File: src/hdl/semo_regs.svh
// Register map, reset values and timing constants of the encoder and monitor block.
`ifndef SEMO_REGS_SVH
`define SEMO_REGS_SVH

`define SEMO_A_CTRL 8'h00
`define SEMO_A_SYS 8'h04
`define SEMO_A_GDEN 8'h08
`define SEMO_A_GNUM 8'h0C
`define SEMO_A_SFS 8'h10
`define SEMO_A_SFV 8'h14
`define SEMO_A_SOFS 8'h18
`define SEMO_A_TFS 8'h1C
`define SEMO_A_TFV 8'h20
`define SEMO_A_TOFS 8'h24
`define SEMO_A_STAT 8'h28
`define SEMO_A_LIMIT 8'h2C
`define SEMO_A_DATA_MASK 8'hE0
`define SEMO_A_DATA_BASE 8'h40

`define SEMO_CTRL_RESTART 0
`define SEMO_SYS_ANALOG 0
`define SEMO_STAT_SEL_LSB 20
`define SEMO_STAT_RUN 16
`define SEMO_STAT_ANALOG 17

`define SEMO_RST_ANALOG 1'h1
`define SEMO_RST_GEAR 16'h0001
`define SEMO_RST_SFS 16'h1770
`define SEMO_RST_TFS 16'h012C
`define SEMO_RST_FV 16'h2710
`define SEMO_RST_OFS 16'h0000

`define SEMO_RES_MUL 32'h0000_03E8
`define SEMO_RES_MIN 16'h0064
`define SEMO_RES_MAX 16'h2710
`define SEMO_RES_DEF 16'h03E8
`define SEMO_MON_LIMIT 18'h02710
`define SEMO_ANALOG_LAST_NO 3'h1
`define SEMO_DIV_STEPS 6'h20

`define SEMO_INDEX_MIN_US 400
`define SEMO_CLK_MHZ 100
`define SEMO_MOTOR_CPR_DEF 32'h0002_0000

`endif

File: src/hdl/semo_pkg.sv
// Types shared by the encoder and monitor block.
`default_nettype none
package semo_pkg;
    typedef enum logic {ST_CALC, ST_RUN} semo_state_t;
    typedef enum logic [1:0] {JOB_RES, JOB_SPD, JOB_TRQ} semo_job_t;
    typedef logic [15:0] semo_word_t;
endpackage
`default_nettype wire

File: src/hdl/semo_mem_if.sv
// Carrier between the block and its speed-limit data memory.
`default_nettype none
interface semo_mem_if;
    logic we;
    logic [2:0] waddr;
    logic [15:0] wdata;
    logic [2:0] raddr_a;
    logic [2:0] raddr_b;
    logic [15:0] rdata_a;
    logic [15:0] rdata_b;
    modport ctrl(output we, waddr, wdata, raddr_a, raddr_b,
                 input rdata_a, rdata_b);
    modport mem(input we, waddr, wdata, raddr_a, raddr_b,
                output rdata_a, rdata_b);
endinterface
`default_nettype wire

File: src/hdl/semo_limit_mem.sv
// Eight-word speed-limit data memory with two registered read ports.
`default_nettype none
module semo_limit_mem
    import semo_pkg::*;
(
    input wire logic clock_i,
    input wire logic srst_i,
    semo_mem_if.mem port
);
    semo_word_t data [8];
    semo_word_t next_rdata_a;
    semo_word_t next_rdata_b;

    always_comb begin
        next_rdata_a = data[port.raddr_a];
        next_rdata_b = data[port.raddr_b];
    end

    always_ff @(posedge clock_i) begin
        if (srst_i) begin
            for (int i = 0; i < 8; i++) begin
                data[i] <= 16'h0000;
            end
            port.rdata_a <= 16'h0000;
            port.rdata_b <= 16'h0000;
        end else begin
            if (port.we) begin
                data[port.waddr] <= port.wdata;
            end
            port.rdata_a <= next_rdata_a;
            port.rdata_b <= next_rdata_b;
        end
    end
endmodule
`default_nettype wire

File: src/hdl/semo_top.sv
// Encoder pulse output, index outputs, analog monitor codes and limit select.
//
// The Avalon-MM register port and the placing of the registers are this design's own decisions.
`include "semo_regs.svh"
`default_nettype none

module semo_top
    import semo_pkg::*;
#(
    parameter int INDEX_CYCLES = `SEMO_INDEX_MIN_US * `SEMO_CLK_MHZ,
    parameter int MOTOR_CPR = `SEMO_MOTOR_CPR_DEF
) (
    input wire logic clock_i,
    input wire logic srst_i,
    input wire logic [7:0] avs_address_i,
    input wire logic avs_read_i,
    input wire logic avs_write_i,
    input wire logic [31:0] avs_writedata_i,
    input wire logic [3:0] avs_byteenable_i,
    output logic [31:0] avs_readdata_o,
    output logic avs_waitrequest_o,
    input wire logic motor_step_i,
    input wire logic motor_dir_i,
    input wire logic signed [15:0] detected_speed_i,
    input wire logic signed [15:0] detected_torque_i,
    input wire logic [15:0] analog_limit0_i,
    input wire logic [15:0] analog_limit1_i,
    input wire logic data_select_bit0_i,
    input wire logic data_select_bit1_i,
    input wire logic data_select_bit2_i,
    output logic encoder_phase_a_out_o,
    output logic encoder_phase_b_out_o,
    output logic index_pulse_out_first_o,
    output logic index_pulse_out_second_o,
    output logic signed [15:0] speed_monitor_out_o,
    output logic signed [15:0] torque_monitor_out_o,
    output logic [15:0] speed_limit_o,
    output logic [2:0] limit_data_no_o
);
    ////////////////////////////////////////////////////////////////////////
    function automatic logic is_data(input logic [7:0] a);
        return (a & `SEMO_A_DATA_MASK) == `SEMO_A_DATA_BASE;
    endfunction

    function automatic semo_word_t merge(input semo_word_t old,
                                         input logic [31:0] wd,
                                         input logic [3:0] be);
        semo_word_t r;
        r = old;
        if (be[0]) r[7:0] = wd[7:0];
        if (be[1]) r[15:8] = wd[15:8];
        return r;
    endfunction

    function automatic semo_word_t magnitude(input logic signed [15:0] v,
                                             input semo_word_t fs);
        logic [16:0] m;
        m = v[15] ? 17'(-$signed({v[15], v})) : {1'b0, v};
        return (m > {1'b0, fs}) ? fs : m[15:0];
    endfunction

    // Offset shifts the zero point; the scaled part saturates at full volts.
    function automatic logic signed [15:0] mon_code(input logic [31:0] q,
            input semo_word_t fv, input semo_word_t ofs, input logic neg);
        logic signed [17:0] s;
        logic [15:0] qc;
        qc = (q > {16'h0000, fv}) ? fv : q[15:0];
        s = 18'($signed(ofs)) + (neg ? -$signed({2'b00, qc})
                                     : $signed({2'b00, qc}));
        if (s > $signed(`SEMO_MON_LIMIT)) s = $signed(`SEMO_MON_LIMIT);
        if (s < -$signed(`SEMO_MON_LIMIT)) s = -$signed(`SEMO_MON_LIMIT);
        return s[15:0];
    endfunction

    ////////////////////////////////////////////////////////////////////////
    semo_mem_if mem_bus();

    semo_limit_mem u_mem (
        .clock_i(clock_i),
        .srst_i(srst_i),
        .port(mem_bus.mem)
    );

    ////////////////////////////////////////////////////////////////////////
    // Bus slave: fixed latency, waitrequest drops in the third cycle.
    logic [1:0] ph, next_ph;
    logic next_wait;
    logic [31:0] next_rdata;
    logic sys_pend, next_sys_pend;
    semo_word_t gden_p, next_gden_p, gnum_p, next_gnum_p;
    semo_word_t sfs, next_sfs, sfv, next_sfv, sofs, next_sofs;
    semo_word_t tfs, next_tfs, tfv, next_tfv, tofs, next_tofs;
    logic restart;
    logic wr_en;

    semo_state_t st, next_st;
    semo_word_t res;
    logic ana_act;
    logic [2:0] sel_d;

    assign wr_en = avs_write_i && !avs_waitrequest_o;
    assign mem_bus.we = wr_en && is_data(avs_address_i);
    assign mem_bus.waddr = avs_address_i[4:2];
    assign mem_bus.wdata = merge(16'h0000, avs_writedata_i,
                                 avs_byteenable_i | 4'h0);
    assign mem_bus.raddr_a = avs_address_i[4:2];
    assign restart = wr_en && (avs_address_i == `SEMO_A_CTRL)
                     && avs_byteenable_i[0]
                     && avs_writedata_i[`SEMO_CTRL_RESTART];

    always_comb begin
        next_ph = 2'h0;
        if (ph == 2'h0 && (avs_read_i || avs_write_i)) next_ph = 2'h1;
        if (ph == 2'h1) next_ph = 2'h2;
        next_wait = !(ph == 2'h1);
        next_rdata = 32'h0000_0000;
        if (is_data(avs_address_i)) begin
            next_rdata[15:0] = mem_bus.rdata_a;
        end else begin
            unique case (avs_address_i)
                `SEMO_A_SYS: next_rdata[`SEMO_SYS_ANALOG] = sys_pend;
                `SEMO_A_GDEN: next_rdata[15:0] = gden_p;
                `SEMO_A_GNUM: next_rdata[15:0] = gnum_p;
                `SEMO_A_SFS: next_rdata[15:0] = sfs;
                `SEMO_A_SFV: next_rdata[15:0] = sfv;
                `SEMO_A_SOFS: next_rdata[15:0] = sofs;
                `SEMO_A_TFS: next_rdata[15:0] = tfs;
                `SEMO_A_TFV: next_rdata[15:0] = tfv;
                `SEMO_A_TOFS: next_rdata[15:0] = tofs;
                `SEMO_A_STAT: begin
                    next_rdata[15:0] = res;
                    next_rdata[`SEMO_STAT_RUN] = (st == ST_RUN);
                    next_rdata[`SEMO_STAT_ANALOG] = ana_act;
                    next_rdata[`SEMO_STAT_SEL_LSB +: 3] = sel_d;
                end
                `SEMO_A_LIMIT: next_rdata[15:0] = speed_limit_o;
                default: next_rdata = 32'h0000_0000;
            endcase
        end
        if (ph != 2'h1) next_rdata = avs_readdata_o;
        next_sys_pend = sys_pend;
        next_gden_p = gden_p;
        next_gnum_p = gnum_p;
        next_sfs = sfs;
        next_sfv = sfv;
        next_sofs = sofs;
        next_tfs = tfs;
        next_tfv = tfv;
        next_tofs = tofs;
        if (wr_en) begin
            unique case (avs_address_i)
                `SEMO_A_SYS: if (avs_byteenable_i[0])
                    next_sys_pend = avs_writedata_i[`SEMO_SYS_ANALOG];
                `SEMO_A_GDEN: next_gden_p = merge(gden_p, avs_writedata_i,
                                                  avs_byteenable_i);
                `SEMO_A_GNUM: next_gnum_p = merge(gnum_p, avs_writedata_i,
                                                  avs_byteenable_i);
                `SEMO_A_SFS: next_sfs = merge(sfs, avs_writedata_i,
                                              avs_byteenable_i);
                `SEMO_A_SFV: next_sfv = merge(sfv, avs_writedata_i,
                                              avs_byteenable_i);
                `SEMO_A_SOFS: next_sofs = merge(sofs, avs_writedata_i,
                                                avs_byteenable_i);
                `SEMO_A_TFS: next_tfs = merge(tfs, avs_writedata_i,
                                              avs_byteenable_i);
                `SEMO_A_TFV: next_tfv = merge(tfv, avs_writedata_i,
                                              avs_byteenable_i);
                `SEMO_A_TOFS: next_tofs = merge(tofs, avs_writedata_i,
                                                avs_byteenable_i);
                default: ;
            endcase
        end
    end

    always_ff @(posedge clock_i) begin
        if (srst_i) begin
            ph <= 2'h0;
            avs_waitrequest_o <= 1'b1;
            avs_readdata_o <= 32'h0000_0000;
            sys_pend <= `SEMO_RST_ANALOG;
            gden_p <= `SEMO_RST_GEAR;
            gnum_p <= `SEMO_RST_GEAR;
            sfs <= `SEMO_RST_SFS;
            sfv <= `SEMO_RST_FV;
            sofs <= `SEMO_RST_OFS;
            tfs <= `SEMO_RST_TFS;
            tfv <= `SEMO_RST_FV;
            tofs <= `SEMO_RST_OFS;
        end else begin
            ph <= next_ph;
            avs_waitrequest_o <= next_wait;
            avs_readdata_o <= next_rdata;
            sys_pend <= next_sys_pend;
            gden_p <= next_gden_p;
            gnum_p <= next_gnum_p;
            sfs <= next_sfs;
            sfv <= next_sfv;
            sofs <= next_sofs;
            tfs <= next_tfs;
            tfv <= next_tfv;
            tofs <= next_tofs;
        end
    end

    ////////////////////////////////////////////////////////////////////////
    // One shared serial divider serves resolution and both monitors, which
    // saves two dividers at the cost of a refresh every ~70 cycles.
    semo_job_t job, next_job;
    logic busy, next_busy, neg, next_neg, next_ana_act;
    logic [5:0] cnt, next_cnt;
    logic [31:0] dvd, next_dvd;
    semo_word_t dvs, next_dvs, next_res;
    logic [16:0] rem, next_rem, trial;
    logic signed [15:0] next_spd_mon, next_trq_mon;
    semo_word_t mag;

    always_comb begin
        next_st = st;
        next_job = job;
        next_busy = busy;
        next_neg = neg;
        next_cnt = cnt;
        next_dvd = dvd;
        next_dvs = dvs;
        next_rem = rem;
        next_res = res;
        next_ana_act = ana_act;
        next_spd_mon = speed_monitor_out_o;
        next_trq_mon = torque_monitor_out_o;
        trial = {rem[15:0], dvd[31]};
        mag = 16'h0000;
        if (restart) begin
            // Pending system settings are taken over only here.
            next_ana_act = sys_pend;
            next_st = ST_CALC;
            next_job = JOB_RES;
            next_busy = 1'b0;
        end else if (!busy) begin
            next_busy = 1'b1;
            next_cnt = `SEMO_DIV_STEPS;
            next_rem = 17'h00000;
            unique case (job)
                JOB_RES: begin
                    next_dvd = 32'(gnum_p) * `SEMO_RES_MUL;
                    next_dvs = (gden_p == 16'h0000) ? 16'h0001 : gden_p;
                    next_neg = 1'b0;
                end
                JOB_SPD: begin
                    mag = magnitude(detected_speed_i, sfs);
                    next_dvd = 32'(mag) * 32'(sfv);
                    next_dvs = sfs;
                    next_neg = detected_speed_i[15];
                end
                JOB_TRQ: begin
                    mag = magnitude(detected_torque_i, tfs);
                    next_dvd = 32'(mag) * 32'(tfv);
                    next_dvs = tfs;
                    next_neg = detected_torque_i[15];
                end
                default: next_busy = 1'b0;
            endcase
        end else if (cnt != 6'h00) begin
            next_cnt = cnt - 6'h01;
            if (trial >= {1'b0, dvs}) begin
                next_rem = trial - {1'b0, dvs};
                next_dvd = {dvd[30:0], 1'b1};
            end else begin
                next_rem = trial;
                next_dvd = {dvd[30:0], 1'b0};
            end
        end else begin
            next_busy = 1'b0;
            unique case (job)
                JOB_RES: begin
                    if (dvd < 32'(`SEMO_RES_MIN)) next_res = `SEMO_RES_MIN;
                    else if (dvd > 32'(`SEMO_RES_MAX))
                        next_res = `SEMO_RES_MAX;
                    else next_res = dvd[15:0];
                    next_st = ST_RUN;
                    next_job = JOB_SPD;
                end
                JOB_SPD: begin
                    next_spd_mon = mon_code(dvd, sfv, sofs, neg);
                    next_job = JOB_TRQ;
                end
                JOB_TRQ: begin
                    next_trq_mon = mon_code(dvd, tfv, tofs, neg);
                    next_job = JOB_SPD;
                end
                default: next_job = JOB_RES;
            endcase
        end
    end

    always_ff @(posedge clock_i) begin
        if (srst_i) begin
            st <= ST_CALC;
            job <= JOB_RES;
            busy <= 1'b0;
            neg <= 1'b0;
            cnt <= 6'h00;
            dvd <= 32'h0000_0000;
            dvs <= 16'h0001;
            rem <= 17'h00000;
            res <= `SEMO_RES_DEF;
            ana_act <= `SEMO_RST_ANALOG;
            speed_monitor_out_o <= 16'h0000;
            torque_monitor_out_o <= 16'h0000;
        end else begin
            st <= next_st;
            job <= next_job;
            busy <= next_busy;
            neg <= next_neg;
            cnt <= next_cnt;
            dvd <= next_dvd;
            dvs <= next_dvs;
            rem <= next_rem;
            res <= next_res;
            ana_act <= next_ana_act;
            speed_monitor_out_o <= next_spd_mon;
            torque_monitor_out_o <= next_trq_mon;
        end
    end

    ////////////////////////////////////////////////////////////////////////
    // Encoder: each motor count adds (forward) or subtracts (reverse) 4*res on a phase accumulator modulo
    // the motor counts per turn; each wrap is one quadrature edge. The host
    // must keep the phase rate under 1 MHz if it uses the index pulses.
    logic [17:0] acc, next_acc, pos, next_pos, inc, sum;
    logic [1:0] qc, next_qc;
    logic [23:0] idx_cnt, next_idx_cnt;
    logic next_a, next_b, next_idx;

    always_comb begin
        next_acc = acc;
        next_pos = pos;
        next_qc = qc;
        next_idx_cnt = (idx_cnt != 24'h000000) ? idx_cnt - 24'h000001
                                               : idx_cnt;
        inc = {res, 2'b00};
        sum = acc + inc;
        // Counts run in every control mode; only the resolution calculation (ST_CALC) after reset or restart holds them.
        if (st == ST_RUN && motor_step_i) begin
            if (!motor_dir_i) begin
                if (sum >= 18'(MOTOR_CPR)) begin
                    next_acc = sum - 18'(MOTOR_CPR);
                    next_qc = qc + 2'h1;
                end else begin
                    next_acc = sum;
                end
                next_pos = (pos == 18'(MOTOR_CPR - 1)) ? 18'h00000
                                                        : pos + 18'h00001;
                if (pos == 18'(MOTOR_CPR - 1))
                    next_idx_cnt = 24'(INDEX_CYCLES);
            end else begin
                if (acc >= inc) begin
                    next_acc = acc - inc;
                end else begin
                    next_acc = acc + 18'(MOTOR_CPR) - inc;
                    next_qc = qc - 2'h1;
                end
                next_pos = (pos == 18'h00000) ? 18'(MOTOR_CPR - 1)
                                              : pos - 18'h00001;
                if (pos == 18'h00000)
                    next_idx_cnt = 24'(INDEX_CYCLES);
            end
        end
        // Gray sequence 00,10,11,01 on (A,B): B trails A by a quarter.
        next_a = next_qc[1] ^ next_qc[0];
        next_b = next_qc[1];
        next_idx = next_idx_cnt != 24'h000000;
    end

    always_ff @(posedge clock_i) begin
        if (srst_i) begin
            acc <= 18'h00000;
            pos <= 18'h00000;
            qc <= 2'h0;
            idx_cnt <= 24'h000000;
            encoder_phase_a_out_o <= 1'b0;
            encoder_phase_b_out_o <= 1'b0;
            index_pulse_out_first_o <= 1'b0;
            index_pulse_out_second_o <= 1'b0;
        end else begin
            acc <= next_acc;
            pos <= next_pos;
            qc <= next_qc;
            idx_cnt <= next_idx_cnt;
            encoder_phase_a_out_o <= next_a;
            encoder_phase_b_out_o <= next_b;
            index_pulse_out_first_o <= next_idx;
            index_pulse_out_second_o <= next_idx;
        end
    end

    ////////////////////////////////////////////////////////////////////////
    // Speed-limit select from the synchronised select pins.
    logic [2:0] sel_s1, sel_s2;
    logic [15:0] next_limit;

    assign mem_bus.raddr_b = sel_s2;

    always_comb begin
        next_limit = mem_bus.rdata_b;
        if (ana_act && sel_d <= `SEMO_ANALOG_LAST_NO) begin
            next_limit = (sel_d == 3'h0) ? analog_limit0_i : analog_limit1_i;
        end
    end

    always_ff @(posedge clock_i) begin
        if (srst_i) begin
            sel_s1 <= 3'h0;
            sel_s2 <= 3'h0;
            sel_d <= 3'h0;
            speed_limit_o <= 16'h0000;
            limit_data_no_o <= 3'h0;
        end else begin
            sel_s1 <= {data_select_bit2_i, data_select_bit1_i,
                       data_select_bit0_i};
            sel_s2 <= sel_s1;
            sel_d <= sel_s2;
            speed_limit_o <= next_limit;
            limit_data_no_o <= sel_d;
        end
    end
endmodule
`default_nettype wire
File: config.mk
export PLATFORM = sky130hd
export DESIGN_NAME = semo_top
export DESIGN_NICKNAME = d
export VERILOG_FILES = /design/src/hdl/semo_pkg.sv /design/src/hdl/semo_mem_if.sv /design/src/hdl/semo_limit_mem.sv /design/src/hdl/semo_top.sv
export VERILOG_INCLUDE_DIRS = /design/src /design/src/hdl
export SDC_FILE = /design/constraint.sdc
export NUM_CORES = 2
export LEC_CHECK = 0
export ABC_AREA = 1
export BUFFER_PORTS_ARGS = -buffer_cell sky130_fd_sc_hd__buf_2
export CAP_MARGIN = 20
export CORE_MARGIN = 10
export CORE_UTILIZATION = 50
export CTS_CLUSTER_DIAMETER = 80
export DETAILED_ROUTE_END_ITERATION = 16
export HOLD_SLACK_MARGIN = 0.1
export PLACE_DENSITY = 0.66
export SLEW_MARGIN = 40
export SYNTH_ARGS = -nofsm -noshare
export SYNTH_HDL_FRONTEND = slang
export SYNTH_SLANG_ARGS = --single-unit
File: constraint.sdc
create_clock -name clock_i -period 11.55 [get_ports clock_i]
set_input_delay 0.5775 -clock clock_i [delete_from_list [all_inputs] [get_ports clock_i]]
set_output_delay 0.5775 -clock clock_i [all_outputs]
set_load 0.01 [all_outputs]
==> metrics.log <==
INFO  metric status = complete, no violations
INFO  metric die_x = approximately 340 um
INFO  metric gpl.final_weighted_congestion = 1.01
INFO  metric dominant_combinational_cell_family_by_area_after_synthesis = adder cells
INFO  metric post-cts-setup-buffers = 0
INFO  metric category_of_cells_accounting_for_the_largest_share_of_critical_path_delay = adder cells
INFO  metric slew_headroom = 35.1%
INFO  metric ys_seq_area_share = 23.0%
INFO  metric floorplan.initialDensity = 50.5%
INFO  metric final.fill_count = 9872
INFO  metric part_of_the_power_in_the_clock_network = 17.0%
INFO  metric worstHoldPathType = primary input to flop
INFO  metric cts.repair.resized = 0
INFO  metric cp_slowest_stage_delay = between 0.5 and 0.6 ns
INFO  metric number_of_h_tree_branching_levels = 3
INFO  metric place_worst_setup_slack = 1.10 ns
INFO  metric layout.core_utilization = 54.8%
INFO  metric detail_route.iter0.violations = between 5000 and 6000
INFO  metric min_period_over_period = 85.7%
INFO  metric grt_pass1_vias = 46800
INFO  metric detail_route.first_pass.iterations = 8
INFO  metric synthesis.instances = 6846
INFO  metric maxCapViolCount = 0
INFO  metric yosys_warnings = 0
INFO  metric ys_dominant_reg_cell = sky130_fd_sc_hd__dfxtp_1
INFO  metric cts-root-buf = sky130_fd_sc_hd__clkbuf_16
INFO  metric critical_path_peak_fanout = 21
INFO  metric routed_wire_length_per_instance = 22.6 um
INFO  metric worst_ep_arrival_time = around 10 ns
INFO  metric tritoncts = yes
INFO  metric setup_violations = 0
INFO  metric grt_overflow = 0
INFO  metric cell_with_the_biggest_individual_delay_on_the_critical_path = sky130_fd_sc_hd__clkinv_1
INFO  metric ys_ff_latch = between 500 and 600
INFO  metric power.static_leakage = 26.3 nW
INFO  metric worst_pin_slew = 0.972 ns
INFO  metric antenna_violating_nets_post_route = 0
INFO  metric worstSetupStartpointType = primary input
INFO  metric syn_area = 0.0515 sq mm
INFO  metric drv_slew = 0
INFO  metric internal_power_of_the_cells = 5.99 mW
INFO  metric core_region_area = roughly 0.10 sq mm
INFO  metric syn_avg_cell_area = 7.53 sq um
INFO  metric synth_cell_types = 62
INFO  metric power.share.switching = roughly 51%
INFO  metric post_drt_via_cell_ratio = 5.82
INFO  metric grt_pass1_wl = 284000 um
INFO  metric drc_errors = 0
INFO  metric netlist.area_leader.share = between 10% and 20%
INFO  metric io_buffers = 175
INFO  metric number_of_flops_mapped_to_enable_cells_by_yosys = 128
INFO  metric worst_setup_hold_path_clk_slew = roughly 0.060 ns
INFO  metric row_count = 117
INFO  metric fmax = 101 MHz
INFO  metric grt_max_degree = between 100 and 150
INFO  metric setup_tns = 0 ns
INFO  metric netSwitchingPower = 6.33 mW
INFO  metric routed-via-count = 48400
INFO  metric height_of_the_die = 341 um
INFO  metric power.ir.vdd_worst = 0.000213 V
INFO  metric seq_power_share = 19.0%
INFO  metric worst_slack = 1.65 ns
INFO  metric grt_antenna_before_repair = 3
INFO  metric ctsLongestPathBuffers = 3
INFO  metric worst_hold_startpoint = data_select_bit0_i
INFO  metric post_synth_xor_area_fraction = 2.92%
INFO  metric clock_sinks = about 530
INFO  metric cts-buffers-inserted = 66
INFO  metric required = 12.02 ns
INFO  metric cp.buffers_inverters = 11
INFO  metric post-synth-top-area-cell = sky130_fd_sc_hd__fa_1
INFO  metric synth-adder-area-share = 28.5%
INFO  metric post_synth_mux_area_share = 0%
INFO  metric cts-hold-fix-buffers = 0
INFO  metric yosys-top-cells-area = sky130_fd_sc_hd__fa_1 18%, sky130_fd_sc_hd__dfxtp_1 16%, sky130_fd_sc_hd__ha_1 11%, sky130_fd_sc_hd__nand2_1 8.3%, sky130_fd_sc_hd__inv_1 7.7%
INFO  metric post_route_cells_drive_above_1_share = 7.37%
INFO  metric area.growth.synth_to_final = 8.42%
INFO  metric worstSetupPathType = primary input to flop
INFO  metric insertion_delay = 0.65 ns
INFO  metric cp_common_cell = sky130_fd_sc_hd__inv_1
INFO  metric power_frac_comb = roughly 64%
INFO  metric grt_use_total = about a third
INFO  metric worst_hold_slack = about 0.14 ns
INFO  metric launching_element_of_the_worst_setup_path = detected_torque_i[0]
INFO  metric design.portCount = around 210
INFO  metric postRouteWirelength = 188000 um
INFO  metric finalHoldViolCount = 0
INFO  metric yosys.area_share.simple = 19.5%
INFO  metric synth_async_sr_flop_share = 0%
INFO  metric placed_wire_length_estimate_after_detailed_placement = 144000 um
INFO  metric num-nets-final = 7908
INFO  metric timing.rr.start = sfs[6]$_SDFFE_PP1P_
INFO  metric die-area = 0.116 sq mm
INFO  metric p_per_area = between 200 and 250 mW/mm^2
INFO  metric synth_compound_gate_area_share = 15.7%
INFO  metric worst_clock_skew = about 0.026 ns
INFO  metric setup_repair_after_global_routing_missed_its_margin = no
INFO  metric worstSetupEndpointType = flop
INFO  metric post-route-min-period = 9.90 ns
## state kept, by name (all words and copies together) (netlist names), 18 cells and up
signal	flops
idx_cnt	24
avs_readdata_o	21
dvd	32
pos	18
u_mem.data	128
## cells by family (layout without fill, tap and decap cells)
family	after synthesis	count (layout)
AOI/OAI and AO/OA	1443	1443
xor gates and xnor gates	172	172
adders and majority gates	897	897
buffers and inverters	1396	1484
DFF	527	527
other	1	18
and+or+nand+nor	2410	2410
## worst reg2reg max path, delay by kind of cell, from the launching register on
family | cells | cell delay [ns]
fa+ha+maj | 8 | 3.94
compound gates | 11 | 1.84
simple gates | 9 | 1.39
buf+inv | 8 | 1.31
flops | 1 | 0.48
## cell type report
type                    instances  area [sq um]  area share [%]
clock inverters                28           315           0.564
flip-flops and latches        527         11800            21.2
repair buffers                257          1530            2.73
diodes                          7          17.5          0.0314
multi-input cells            4933         34500            61.7
well taps                    1368          1710            3.06
inverters                    1109          4170            7.46
clock buffers                  90          1820            3.26
## cell usage in the layout, fill, tap and decap left out, types with 54 or more instances in the layout
| cell type | netlist | layout |
|---|---|---|
| sky130_fd_sc_hd__a21oi_1 | 542 | 542 |
| sky130_fd_sc_hd__buf_2 | 6 | 174 |
| sky130_fd_sc_hd__buf_4 | 14 | 80 |
| sky130_fd_sc_hd__clkbuf_16 | 0 | 67 |
| sky130_fd_sc_hd__dfxtp_1 | 399 | 390 |
| sky130_fd_sc_hd__edfxtp_1 | 128 | 128 |
| sky130_fd_sc_hd__fa_1 | 462 | 462 |
| sky130_fd_sc_hd__ha_1 | 435 | 435 |
| sky130_fd_sc_hd__inv_1 | 1057 | 1053 |
| sky130_fd_sc_hd__nand2_1 | 1134 | 1121 |
| sky130_fd_sc_hd__nand3_1 | 231 | 231 |
| sky130_fd_sc_hd__nor2_1 | 802 | 796 |
| sky130_fd_sc_hd__nor3_1 | 57 | 54 |
| sky130_fd_sc_hd__o211ai_1 | 57 | 57 |
| sky130_fd_sc_hd__o21ai_0 | 509 | 504 |
| sky130_fd_sc_hd__o22ai_1 | 95 | 95 |
| sky130_fd_sc_hd__xor2_1 | 121 | 121 |
## cell usage after synthesis, types with 32 or more instances
cell type / n
sky130_fd_sc_hd__nand2_1: 1134
sky130_fd_sc_hd__inv_1: 1057
sky130_fd_sc_hd__nor2_1: 802
sky130_fd_sc_hd__a21oi_1: 542
sky130_fd_sc_hd__o21ai_0: 509
sky130_fd_sc_hd__fa_1: 462
sky130_fd_sc_hd__ha_1: 435
sky130_fd_sc_hd__dfxtp_1: 399
sky130_fd_sc_hd__clkbuf_1: 238
sky130_fd_sc_hd__nand3_1: 231
sky130_fd_sc_hd__edfxtp_1: 128
sky130_fd_sc_hd__xor2_1: 121
sky130_fd_sc_hd__o22ai_1: 95
sky130_fd_sc_hd__nor3_1: 57
sky130_fd_sc_hd__o211ai_1: 57
sky130_fd_sc_hd__or2_2: 53
sky130_fd_sc_hd__xnor2_1: 51
sky130_fd_sc_hd__a221oi_1: 45
sky130_fd_sc_hd__clkinv_1: 43
sky130_fd_sc_hd__nand4_1: 35
sky130_fd_sc_hd__a31oi_1: 32
## final timing paths
| check | slack, ns | end | cells past startpoint |
|---|---|---|---|
| worst min register to register | 0.40 | mem_bus.raddr_b[0]$_SDFF_PP0_ | 2 |
| worst min-delay path | 0.14 | sel_s1[0]$_SDFF_PP0_ | 3 |
| worst max register to register | 2.36 | dvd[23]$_SDFFE_PP0P_ | 36 |
| worst max-delay path | 1.65 | dvd[19]$_SDFFE_PP0P_ | 47 |
## stage by stage
step	instance area [sq um]	instances	power, mW
global placement	53600	8192	10.0
CTS	55800	8312	12.2
floorplan	51600	6856	7.91
global route	55900	8313	13.4
detailed placement	53700	8194	10.1
finish	55900	8319	12.3
## per-layer routing
metal	wire length, um	track usage, %	share of wire, %
met5	0	0	0
met2	81900	48.9	44
met4	11400	16.8	6.1
met1	75900	41.5	40
met3	18400	6.02	9.8
## power groups by stage
stage / clock [mW] / combinational, mW / sequential [mW]
after global placement: 0 / 7.65 / 2.36
after CTS: 2.11 / 7.82 / 2.32
after floorplan: 0 / 5.69 / 2.23
after detailed placement: 0 / 7.76 / 2.36
final: 2.10 / 7.89 / 2.34
after global routing: 2.18 / 8.91 / 2.35
No activity file was read; power rests on OpenSTA's default activity.
